<file path="src/acs_pkg.sv">
// Package of constants and types for the conversion sequencer
// Behaviour
// RULE_01: Control bits 7 and 8 pick mode.
// RULE_02: Normal mode: trigger write starts conversion N.
// RULE_03: Pipeline on loads previous result N-1.
// RULE_04: Control write with bit7 clear selects normal.
// RULE_05: Settle busy flag high while settling runs.
// RULE_06: Host waits settle busy low before trigger.
// RULE_07: Busy flag high during conversion; host waits.
// RULE_08: New selection accepted during running conversion.
// RULE_09: Normal mode gives settle and convert interrupts.
// RULE_10: Automatic mode starts conversion after settling.
// RULE_11: Automatic busy spans all; one interrupt only.
// RULE_12: Normal, no pipeline: within 20 us.
// RULE_13: Normal pipeline: 10 us, 12.5 us on change; code keeps 10 us on change.
// RULE_14: Automatic, no pipeline: 30 us.
// RULE_15: Automatic with pipeline: 20 us.
// RULE_16: Same channel and gain: host skips settle poll.
// RULE_17: Host discards two dummy conversions after power-up; code passes them on, flagged by res_dummy.
// RULE_18: Trigger writes ignored while busy flag set.
// RULE_19: Settling interval about 10 us, any gain.
// RULE_20: Settle done interrupt on line 1, normal only.
// RULE_21: Data ready interrupt on line 0.
// RULE_22: Held last result resets to zero.
package acs_pkg;
  localparam int unsigned CLK_MHZ = 40;
  localparam int unsigned CLK_NS = 25;
  // Register offsets
  localparam logic [3:0] OFS_CONTROL = 4'h0;
  localparam logic [3:0] OFS_RESULT = 4'h2;
  localparam logic [3:0] OFS_STATUS = 4'h5;
  localparam logic [3:0] OFS_TRIGGER = 4'h7;
  // Control field positions
  localparam int unsigned BIT_AUTO = 7;
  localparam int unsigned BIT_PIPE = 8;
  localparam int unsigned BIT_INTENA = 9;
  localparam int unsigned BIT_DIFF = 4;
  localparam int unsigned BIT_GAIN_LO = 5;
  localparam int unsigned BIT_GAIN_HI = 6;
  localparam int unsigned BIT_CHAN_HI = 3;
  localparam int unsigned SEL_LSB = 0;
  localparam int unsigned SEL_MSB = 6;
  // Status field positions
  localparam int unsigned BIT_SETTLE_BUSY = 0;
  localparam int unsigned BIT_ADC_BUSY = 1;
  // Reset values
  localparam logic [15:0] CONTROL_RST = 16'h0000;
  localparam logic [15:0] RESULT_RST = 16'h0000;
  // Times in ns
  localparam int unsigned SETTLE_NS = 10000;
  localparam int unsigned T_NORM_NS = 20000;
  localparam int unsigned T_NPIPE_NS = 10000;
  localparam int unsigned T_NPIPE_CHG_NS = 12500;
  localparam int unsigned T_AUTO_NS = 30000;
  localparam int unsigned T_APIPE_NS = 20000;
  // Cycle counts; longest times round down
  localparam int unsigned SETTLE_CYC = SETTLE_NS / CLK_NS;
  localparam int unsigned CONV_NORM_CYC = T_NORM_NS / CLK_NS;
  localparam int unsigned CONV_NPIPE_CYC = T_NPIPE_NS / CLK_NS;
  localparam int unsigned CONV_AUTO_CYC = (T_AUTO_NS - SETTLE_NS) / CLK_NS;
  localparam int unsigned CONV_APIPE_CYC = (T_APIPE_NS - SETTLE_NS) / CLK_NS;
  localparam int unsigned CHG_EXTRA_NS = T_NPIPE_CHG_NS - T_NPIPE_NS;
  localparam int unsigned CNT_W = 11;
  localparam int unsigned DUMMY_CONVS = 2;
  // Host sequencer states
  typedef enum logic [2:0] {
    ACS_H_IDLE, ACS_H_CTRL, ACS_H_POLL, ACS_H_TRIG, ACS_H_WAIT, ACS_H_READ
  } acs_hstate_e;
endpackage

</file>
<file path="src/acs_bus_if.sv">
// Interface joining host and sequencer over the module register bus
`timescale 1ns/1ps
interface acs_bus_if;
  logic        wr;       // One-cycle write strobe
  logic        rd;       // One-cycle read strobe
  logic [3:0]  addr;     // Byte offset
  logic [15:0] wdata;    // Write data
  logic [15:0] rdata;    // Registered read data
  logic        rvalid;   // Read data valid pulse
  logic        irq0_n;   // Data ready request, active low
  logic        irq1_n;   // Settle done request, active low
  logic        iack;     // Acknowledge pulse from host
  modport dev  (input wr, rd, addr, wdata, iack, output rdata, rvalid, irq0_n, irq1_n);
  modport host (output wr, rd, addr, wdata, iack, input rdata, rvalid, irq0_n, irq1_n);
endinterface

</file>
<file path="src/acs_timer.sv">
// Down counter that pulses once when a loaded count runs out
`timescale 1ns/1ps
module acs_timer
  import acs_pkg::*;
#(
  parameter int unsigned W = CNT_W
) (
  input  wire logic         sys_clk,
  input  wire logic         resetn,
  input  wire logic         load,
  input  wire logic [W-1:0] count,
  output logic              busy,
  output logic              done
);
  // Elaboration check: a one-bit counter cannot time anything useful
  if (W < 2) begin : g_w_check
    $error("acs_timer: width too small");
  end
  typedef struct packed {
    logic [W-1:0] cnt;
    logic         done;
  } acs_tmr_s;
  acs_tmr_s r;       // Registered state
  acs_tmr_s next_r;  // Next state
  // Load wins over countdown so a reload restarts timing
  always_comb begin
    next_r = r;
    next_r.done = 1'b0;
    if (load) begin
      next_r.cnt = count;
    end else if (r.cnt != '0) begin
      next_r.cnt = r.cnt - 1'b1;
      if (r.cnt == W'(1)) begin
        next_r.done = 1'b1;
      end
    end
  end
  // State register
  always_ff @(posedge sys_clk or negedge resetn) begin
    if (!resetn) begin
      r <= '0;
    end else begin
      r <= next_r;
    end
  end
  assign busy = (r.cnt != '0);
  assign done = r.done;
endmodule

</file>
<file path="src/acs_device.sv">
// Conversion sequencer: control, status, result registers and timing
`timescale 1ns/1ps
module acs_device
  import acs_pkg::*;
(
  input  wire logic        sys_clk,
  input  wire logic        resetn,
  acs_bus_if.dev           bus,
  input  wire logic [11:0] adc_sample,   // Converter output for the selected input
  output logic [6:0]       adc_select    // Channel, diff and gain applied to the mux
);
  // Sequencing in brief:
  //  - a control write loads the selection and restarts the settling timer
  //  - normal mode converts on a trigger write; settling and conversion may overlap
  //  - automatic mode chains settling and conversion under one busy flag
  //  - with the pipeline on, the previous result moves out as a new one starts
  //  - the host must honour the busy flags; only trigger writes are refused here
  // Hazards and limits:
  //  - a channel change under the pipeline is not timed longer; the conversion
  //    simply runs its fixed length after the settling
  //  - a control write during a conversion must not disturb that conversion,
  //    so the two timers are kept separate
  //  - a normal write while an automatic start is pending cancels the start, unless settling ends in that same cycle
  //  - interrupt requests stay set until acknowledged; a new event in the
  //    acknowledge cycle wins
  // All sequencer state in one word; reset clears every field to zero
  typedef struct packed {
    logic [15:0] control;   // Control register
    logic [15:0] result;    // Sample result register
    logic [15:0] held;      // Last completed result
    logic        conv_busy; // Conversion running
    logic        auto_wait; // Automatic: waiting for settling
    logic        irq0;      // Data ready pending
    logic        irq1;      // Settle done pending
    logic [15:0] rdata;
    logic        rvalid;
    logic [6:0]  sel;
  } acs_dev_s;
  acs_dev_s r;       // Registered state
  acs_dev_s next_r;  // Next state

  // Every count must fit the shared timer width, or a conversion ends early
  if (SETTLE_CYC >= (1 << CNT_W) || CONV_NORM_CYC >= (1 << CNT_W)
      || CONV_AUTO_CYC >= (1 << CNT_W) || CONV_APIPE_CYC >= (1 << CNT_W)) begin : g_cnt_check
    $error("acs_device: cycle counts exceed the timer width");
  end

  // Timer handshakes
  logic                     settle_load;   // Restart settling
  logic                     settle_busy;   // Settling in progress
  logic                     settle_done;   // Settling ended this cycle
  logic                     conv_load;     // Start a conversion
  logic [CNT_W-1:0]         conv_count;    // Length of that conversion
  logic                     conv_done;     // Conversion ended this cycle
  logic                     conv_running;  // Conversion timer still counting
  // Bus decode and mode
  logic                     wr_ctrl;       // Host writes the control word
  logic                     wr_trig;       // Host writes the trigger
  logic                     wr_result;     // Host writes the result word
  logic                     auto_mode;     // Automatic settling selected
  logic                     pipe_mode;     // Result pipeline selected
  // Data paths
  logic [15:0]              sample_word;   // Converter value in result format
  logic [15:0]              status_word;   // Status as the host reads it

  // Settling timer; every control write restarts it, in both modes
  acs_timer #(.W(CNT_W)) u_settle (
    .sys_clk (sys_clk),
    .resetn  (resetn),
    .load    (settle_load),
    .count   (CNT_W'(SETTLE_CYC)),      // RULE_19
    .busy    (settle_busy),             // RULE_05
    .done    (settle_done)
  );
  // Conversion timer; its busy output guards a switch out of automatic mode
  acs_timer #(.W(CNT_W)) u_conv (
    .sys_clk (sys_clk),
    .resetn  (resetn),
    .load    (conv_load),
    .count   (conv_count),
    .busy    (conv_running),
    .done    (conv_done)
  );

  // Decode of bus writes
  assign wr_ctrl = bus.wr && (bus.addr == OFS_CONTROL);
  assign wr_trig = bus.wr && (bus.addr == OFS_TRIGGER);
  assign auto_mode = r.control[BIT_AUTO];   // RULE_01
  assign pipe_mode = r.control[BIT_PIPE];   // RULE_01
  assign settle_load = wr_ctrl;
  assign wr_result = bus.wr && (bus.addr == OFS_RESULT);
  // 12-bit sample left aligned in the result word
  assign sample_word = {adc_sample, 4'h0};

  // Status: bit 0 settling, bit 1 conversion; the rest reads zero
  always_comb begin
    status_word = 16'h0000;
    status_word[BIT_SETTLE_BUSY] = settle_busy;            // RULE_05
    status_word[BIT_ADC_BUSY] = r.conv_busy;               // RULE_07 RULE_11
  end

  // Conversion start and length per mode
  always_comb begin
    conv_load = 1'b0;
    conv_count = CNT_W'(CONV_NORM_CYC);                    // RULE_12
    // Normal: the host trigger starts it; a busy converter refuses the write
    if (!auto_mode) begin
      conv_load = wr_trig && !r.conv_busy;                 // RULE_02 RULE_18
      if (pipe_mode) begin
        conv_count = CNT_W'(CONV_NPIPE_CYC);               // RULE_13
      end
    end else begin
      // Automatic: the end of settling starts it; trigger writes do nothing
      conv_load = r.auto_wait && settle_done;              // RULE_10
      if (pipe_mode) begin
        conv_count = CNT_W'(CONV_APIPE_CYC);               // RULE_15
      end else begin
        conv_count = CNT_W'(CONV_AUTO_CYC);                // RULE_14
      end
    end
  end

  // Register and sequencing update
  always_comb begin
    next_r = r;
    next_r.rvalid = 1'b0;
    // Control write may land during a conversion; settling overlaps it
    if (wr_ctrl) begin
      next_r.control = bus.wdata;                          // RULE_04 RULE_08
      next_r.sel = bus.wdata[SEL_MSB:SEL_LSB];
      if (bus.wdata[BIT_AUTO]) begin
        next_r.auto_wait = 1'b1;                           // RULE_11
        next_r.conv_busy = 1'b1;                           // RULE_11
      end else if (r.auto_wait) begin
        // A normal write cancels a pending automatic start, unless settling ends in the same cycle
        next_r.auto_wait = 1'b0;
        next_r.conv_busy = conv_running;
      end
    end

    // Start of conversion N
    if (conv_load) begin
      next_r.auto_wait = 1'b0;
      next_r.conv_busy = 1'b1;                             // RULE_07
      // Pipeline shifts previous result in while N runs
      if (pipe_mode) begin
        next_r.result = r.held;                            // RULE_03
      end
    end

    // End of conversion: flag drops unless an automatic restart waits
    if (conv_done) begin
      next_r.conv_busy = next_r.auto_wait;                 // RULE_07
      next_r.held = sample_word;                           // RULE_22
      if (!pipe_mode) begin
        next_r.result = sample_word;                       // RULE_02
      end
    end
    // Interrupt acknowledge clears both; events below win
    if (bus.iack) begin
      next_r.irq0 = 1'b0;
      next_r.irq1 = 1'b0;
    end

    // Data ready on the falling edge of the busy flag
    if (conv_done && r.control[BIT_INTENA]) begin
      next_r.irq0 = 1'b1;                                  // RULE_21 RULE_09
    end
    // Settle falling edge only in normal mode
    if (settle_done && !auto_mode && r.control[BIT_INTENA]) begin
      next_r.irq1 = 1'b1;                                  // RULE_20 RULE_09
    end
    // Read data, answered one cycle after the strobe
    if (bus.rd) begin
      next_r.rvalid = 1'b1;
      case (bus.addr)
        OFS_CONTROL: next_r.rdata = r.control;
        OFS_RESULT:  next_r.rdata = r.result;
        OFS_STATUS:  next_r.rdata = status_word;           // RULE_05
        default:     next_r.rdata = 16'h0000;  // Unmapped reads zero
      endcase
    end
    // Host may overwrite the result word; its write beats a hardware load
    if (wr_result) begin
      next_r.result = bus.wdata;
    end
  end

  // State register
  always_ff @(posedge sys_clk or negedge resetn) begin
    if (!resetn) begin
      r <= '0;
    end else begin
      r <= next_r;
    end
  end

  // Outputs come straight from state flops; requests are active low
  assign bus.rdata = r.rdata;
  assign bus.rvalid = r.rvalid;
  assign bus.irq0_n = ~r.irq0;
  assign bus.irq1_n = ~r.irq1;
  assign adc_select = r.sel;
endmodule

</file>
<file path="src/flat_wrapper.sv">
// flat-port wrapper written by rule: the top's interface ports become plain ports
module acs_device_flat import acs_pkg::*;
  (sys_clk, resetn, adc_sample, adc_select, bus_wr, bus_rd, bus_addr, bus_wdata, bus_iack, bus_rdata, bus_rvalid, bus_irq0_n, bus_irq1_n);
  acs_bus_if bus_i ();
  input  wire logic sys_clk;
  input  wire logic resetn;
  input  wire logic [11:0] adc_sample;
  output logic [6:0] adc_select;
  input wire logic [$bits(bus_i.wr)-1:0] bus_wr;
  input wire logic [$bits(bus_i.rd)-1:0] bus_rd;
  input wire logic [$bits(bus_i.addr)-1:0] bus_addr;
  input wire logic [$bits(bus_i.wdata)-1:0] bus_wdata;
  input wire logic [$bits(bus_i.iack)-1:0] bus_iack;
  output wire logic [$bits(bus_i.rdata)-1:0] bus_rdata;
  output wire logic [$bits(bus_i.rvalid)-1:0] bus_rvalid;
  output wire logic [$bits(bus_i.irq0_n)-1:0] bus_irq0_n;
  output wire logic [$bits(bus_i.irq1_n)-1:0] bus_irq1_n;
  assign bus_i.wr = bus_wr;
  assign bus_i.rd = bus_rd;
  assign bus_i.addr = bus_addr;
  assign bus_i.wdata = bus_wdata;
  assign bus_i.iack = bus_iack;
  assign bus_rdata = bus_i.rdata;
  assign bus_rvalid = bus_i.rvalid;
  assign bus_irq0_n = bus_i.irq0_n;
  assign bus_irq1_n = bus_i.irq1_n;
  acs_device u_core (.sys_clk(sys_clk), .resetn(resetn), .bus(bus_i), .adc_sample(adc_sample), .adc_select(adc_select));
endmodule
</file>
<file path="config.mk">
export PLATFORM = sky130hd
export DESIGN_NAME = acs_device_flat
export DESIGN_NICKNAME = d
export VERILOG_FILES = /design/src/acs_pkg.sv /design/src/acs_bus_if.sv /design/src/acs_timer.sv /design/src/acs_device.sv /design/src/flat_wrapper.sv
export SDC_FILE = /design/constraint.sdc
export NUM_CORES = 1
export LEC_CHECK = 0
export ABC_AREA = 0
export BUFFER_PORTS_ARGS = -buffer_cell sky130_fd_sc_hd__buf_2
export CORE_ASPECT_RATIO = 0.6
export CORE_MARGIN = 5
export CORE_UTILIZATION = 35
export DETAILED_ROUTE_END_ITERATION = 16
export RECOVER_POWER = 25
export SLEW_MARGIN = 20
export SYNTH_ARGS = -nofsm -noshare
export SYNTH_HDL_FRONTEND = slang
export SYNTH_HIERARCHICAL = 1
export SYNTH_SLANG_ARGS = --single-unit
</file>
<file path="constraint.sdc">
create_clock -name sys_clk -period 5.3 [get_ports sys_clk]
set_input_delay 0 -clock sys_clk [delete_from_list [all_inputs] [get_ports sys_clk]]
set_output_delay 0 -clock sys_clk [all_outputs]
set_load 0.005 [all_outputs]
</file>
### Yosys cells after proc, flatten, opt, wreduce, memory -nomap -nowiden

Cells that the tools add are included.

| word-level totals | value |
|---|---|
| bits in registers | 96 |
| input bits | 37 |
| word-level logic and storage cells | 67 |

| operators by class | value |
|---|---|
| $add $sub $neg | 2 |
| equality and inequality tests | 5 |
| multiplexer cells | 24 |
| bitwise logic cells | 2 |
| reduce and logical (&&, ||, !) cells | 20 |

Operator list:

| operator | number |
|---|---|
| 16-bit two-way mux | 4 |
| 16-bit one-hot mux with 3 select lines | 1 |
| 33-bit two-way mux | 1 |
| 12-bit two-way mux | 2 |
| 11-bit by 1-bit equality test with 1-bit output (second input constant) | 2 |
| 11-bit two-way mux | 2 |
| 11-bit nonzero test | 2 |
| 11-bit by 1-bit subtractor with 11-bit output (second input constant) | 2 |
| 10-bit two-way mux | 1 |
| 2-bit two-way mux | 5 |
| 4-bit by 3-bit equality test with 1-bit output (second input constant) | 2 |
| 1-bit logical AND | 8 |
| 1-bit two-way mux | 8 |
| 2-bit nonzero test | 4 |
| 4-bit by 2-bit equality test with 1-bit output (second input constant) | 1 |
| 4-bit zero test | 1 |
| 4-bit nonzero test | 1 |
| 3-bit nonzero test | 1 |
| 1-bit zero test | 2 |
| 1-bit inverter | 2 |
| 2-bit AND reduction | 1 |

### Longest topological paths before layout

| depth | value |
|---|---|
| word-level depth | 8 |
| depth in mapped cells | 9 |
| mapped depth without buffers | 7 |

### By module

The synthesis kept the hierarchy.

By module, submodules not included:

| module | instances | cells each | area an instance (sq um) |
|---|---|---|---|
| acs_device | 1 | 336 | 3278.1 |
| acs_timer | 2 | 81 | 778.2 |

### Least setup slack after synthesis

No wires, ideal clock.

| timing | value |
|---|---|
| path kind | register -> register |
| start | reg u_core.r (netlist bit u_core/auto_mode) |
| end | reg u_core/u_conv/r[2] in the netlist's numbering |
| library setup time | 125 ps |
| arrival | 1678 ps |
| setup slack | 3498 ps |
| cell stages (with the launch flop) | 6 |
| path buffers | 1 |
| period minus slack after synthesis | 1802 ps |
| path through | dfrtp_1 > or2_2 > o31ai_4 > buf_6 > clkinv_1 > mux2_2 |

| between the ends | value |
|---|---|
| longest elaborated chain between the ends | 2 |
| elaborated cells on any way between the ends | 3 |
| those cells by class | mux (2); reduce/logical (1) |

RTL lines:

| element | line | text |
|---|---|---|
| from (decl) | acs_device.sv:39 | `acs_dev_s r;` |
| from (signal assigned) | acs_device.sv:194 | `r <= next_r;` |
| 1-bit two-way mux (*) | acs_device.sv:107 | `if (!auto_mode) begin` |
| via u_core.conv_load | acs_device.sv:52 | `logic conv_load;` |
| 11-bit two-way mux or 2-bit nonzero test (tied branches) | -- |  |
| to (signal assigned) | acs_timer.sv:43 | `r <= next_r;` |
| to (decl) | acs_timer.sv:23 | `acs_tmr_s r;` |

The timed path passes the listed nets; every way through them passes the cells marked *.
A chain may end at the register's enable or synchronous reset.

==> results.toml <==
[run_status]
outcome = "finished, violations left"
violations = "capacitance limit, slew limit"

[floorplan]
initial_core_util_pct = 35.6
die_h_um = 101
die_area_mm2 = 0.0163
die-width_um = 162
num_rows = 33
core_mm2 = 0.0136
pin_count = 63

[synth]
synth_top_flop_cell = "dfrtp_1"
netlist_instances = 498
synth_top_area_cell = "dfrtp_1"
synth_top_area_share_pct = 46.1
yosysWarnings = 6
syn_area_per_cell_um2 = 9.71
synth-edff-count = 0
ys_seq_area_share_pct = 46.1
synth_area_leaders = "dfrtp_1, nand2_1, buf_4"
ys_types = 65
async_flop_share_pct = 100
netlist_area_mm2 = 0.00483
synth_seq_cells = 89

[timing]
worst_pin_slew_ns = 1.95
setup_tns_ns = 0
finClkSkew_ns = 0.0124
fin_crit_ns = 2.56
finalCritPeriodShare_pct = 48.2
grt_setup_unrepaired = "false"
slew_headroom_pct = -30.0
timing_hold_violations_final = 0
setup_viol = 0
drv_slew = 78
max_freq_ghz = 0.391

[worst_setup_path]
start_kind = "input pin"
cp.arrival_ns = 2.62
critPathKind = "in2async"
cp_top_family = "buffers and inverters"
cpPeakStageDelay_ns = 1.49
worstPathRequired_ns = 5.37
cp_slowest_cell = "clkbuf_2"
cp-end-kind = "async pin"
cp_max_fo = 77
path_cells = "dlygate4sd3_1, clkbuf_1, clkbuf_2"
cp_num_buf_inv = 3

[drt]
wirelength_um = 12500
route.detailed.vias_per_inst = 5.09
drt_iter0_drc = 207
first_pass_iters = 5
drc = 0
vias = 3839
wl_per_cell_um = 16.5
postRouteAntennaNets = 0

[placed_design]
dp.cells = 708
gp_routability_congestion = 0.862
dp_hpwl_um = 8890
dpl_cell_area_mm2 = 0.00512
port_buffers = 62

[grt]
grt_antenna_before_repair = 0
grt_pass1_wl_um = 20400
grt_overflow = 0
grt_use_total_pct = 15.8
grt_pass1_vias = 3841
grt_max_degree = 78

[cells_and_area]
final_util_pct = 42.2
final_layout_size_suffix_gt1_share_pct = 18.7
antenna_cells = 0
nets = 618
fin_cells = 754
fin_area_mm2 = 0.00573
syn_to_final_growth_pct = 18.6
filler_cell_count = 1320

[clock_tree]
cts_buffers = 9
cts_tree = "yes"
cts_max_path_buffers = 2
clockRootBuffer = "clkbuf_16"
htreeDepth = 3
clock_sinks = 89
cts.reportedPaths.clkPinSlew_ns = 0.06
clk_latency_ns = 0.35

[power]
power.leakage_nw = 2.52
finalPower_w = 0.00236
irDropWorstVdd_v = 0.000164
power.density_mw_per_mm2 = 411

[worst_hold_path]
hp-class = "in2reg"

[run]
cap_violations = 1
==> cells in the final DEF, fill, tap and decap left out, drive strengths merged, types with 6 or more instances in the layout <==
cell type    instances
inv                 19
a311o               10
conb                18
nor2                17
clkbuf              25
nor4                 6
o21ai               44
dfrtp               89
buf                 49
mux2i               16
xnor2                6
nand2              110
ha                   6
dlygate4sd3         31
o2bb2ai             14
a21oi               18
xor2                 6
nand3                9
nor3                 6
==> worst register-to-register path, stage by stage (launching register included) <==
cell and delay (ns):
dfrtp_1 0.46, or2_2 0.35, o311ai_2 0.81, and2_1 0.33
o21ai_0 0.12
==> logic make-up (layout without fill, tap and decap cells) <==
group                    after synthesis  after routing  synth area share (%)
adder cells (fa/ha/maj)                6              6                  1.55
buffers and inverters                 67            132                  8.26
multiplexers                          20             20                  4.24
AND/OR/NAND/NOR                      182            182                  19.4
other                                  2             18                 0.155
flip-flops                            89             89                  46.1
XOR/XNOR                              12             12                  2.17
AO/OA/AOI/OAI                        120            120                  18.1
==> area by class of cell <==
class | instances | area, um^2 | share of cell area, %
flip-flops and latches | 89 | 2230 | 38.8
well taps | 175 | 219 | 3.82
repair buffers | 95 | 616 | 10.7
clock buffers | 10 | 239 | 4.17
inverters | 22 | 82.6 | 1.44
multi-input cells | 358 | 2270 | 39.6
clock inverters | 5 | 80.1 | 1.40
==> per-stage QoR <==
stage | worst slack (ns) | hold WS (ns)
global route | 2.13 | 0.0732
CTS | 3.13 | 0.0187
floorplan | 3.50 | -0.296
detailed placement | 2.95 | -0.145
finish | 2.74 | 0.0574
global placement | 3.05 | -0.147
==> final timing paths <==
| path | startpoint | end | slack (ns) | cells after the start |
|---|---|---|---|---|
| setup / recovery | resetn | u_core/bus.rdata[9] | 2.74 | 3 |
| setup reg to reg | u_core/auto_mode | u_core/r[46] | 3.10 | 4 |
| hold reg to reg | u_core/r[71] | u_core/r[71] | 0.48 | 2 |
| min in group asynchronous | resetn | u_core/u_settle/r[9] | 0.21 | 2 |
| hold / removal | bus_addr[3] | u_core/bus.rdata[0] | 0.06 | 3 |
| max in group sys_clk | u_core/auto_mode | u_core/r[46] | 3.10 | 4 |
==> power by group <==
group | internal, W | switching (W) | leakage (nW)
clock | 0.000422 | 0.000268 | 0.151
sequential | 0.000854 | 0.000213 | 1.07
combinational | 0.000275 | 0.000327 | 1.31
==> repair_timing <==
action | CTS | global route
hold buffers | 31 | 0
buffers inserted | 0 | 0
endpoints found under the hold margin | 60 | 0
resized for setup | 0 | 0
==> sequential cells by signal, summed over array words and instances (netlist names) <==
register	flops
u_core/auto_mode	1
u_core/u_settle/r	11
u_core/u_conv/r	11
u_core/bus.rvalid	1
u_core/u_settle/done	1
u_core/r	46
u_core/bus.rdata	16
u_core/u_conv/done	1
u_core/pipe_mode	1
==> layer usage <==
layer / GRT usage (%) / up-vias / part of all wire [%]
met5: 0 / - / 0
met2: 23.1 / 115 / 42
li1: - / 1848 / -
met1: 23.4 / 1866 / 50
met3: 3.60 / 10 / 6.5
met4: 4.16 / 0 / 0.94
==> cells in the mapped netlist, types with 3 or more instances <==
cell type,n
a311o_1,10
mux2_2,4
a31oi_1,3
nor3_1,3
nand2_2,3
mux2i_1,16
o21ai_2,9
dfrtp_1,89
nor4_4,4
o21ai_1,13
o2bb2ai_1,14
o22ai_1,4
nand2_1,107
or3_1,4
nand3_1,8
clkinv_1,3
inv_1,18
o21ai_0,22
buf_6,4
nor2b_1,4
nor2_1,17
clkbuf_1,9
buf_2,6
nor3_2,3
nand4_1,4
or2_2,4
xor2_1,6
xnor2_1,6
a22oi_1,5
a21oi_1,18
ha_1,6
buf_4,25
(Power assumes the default switching activity.)
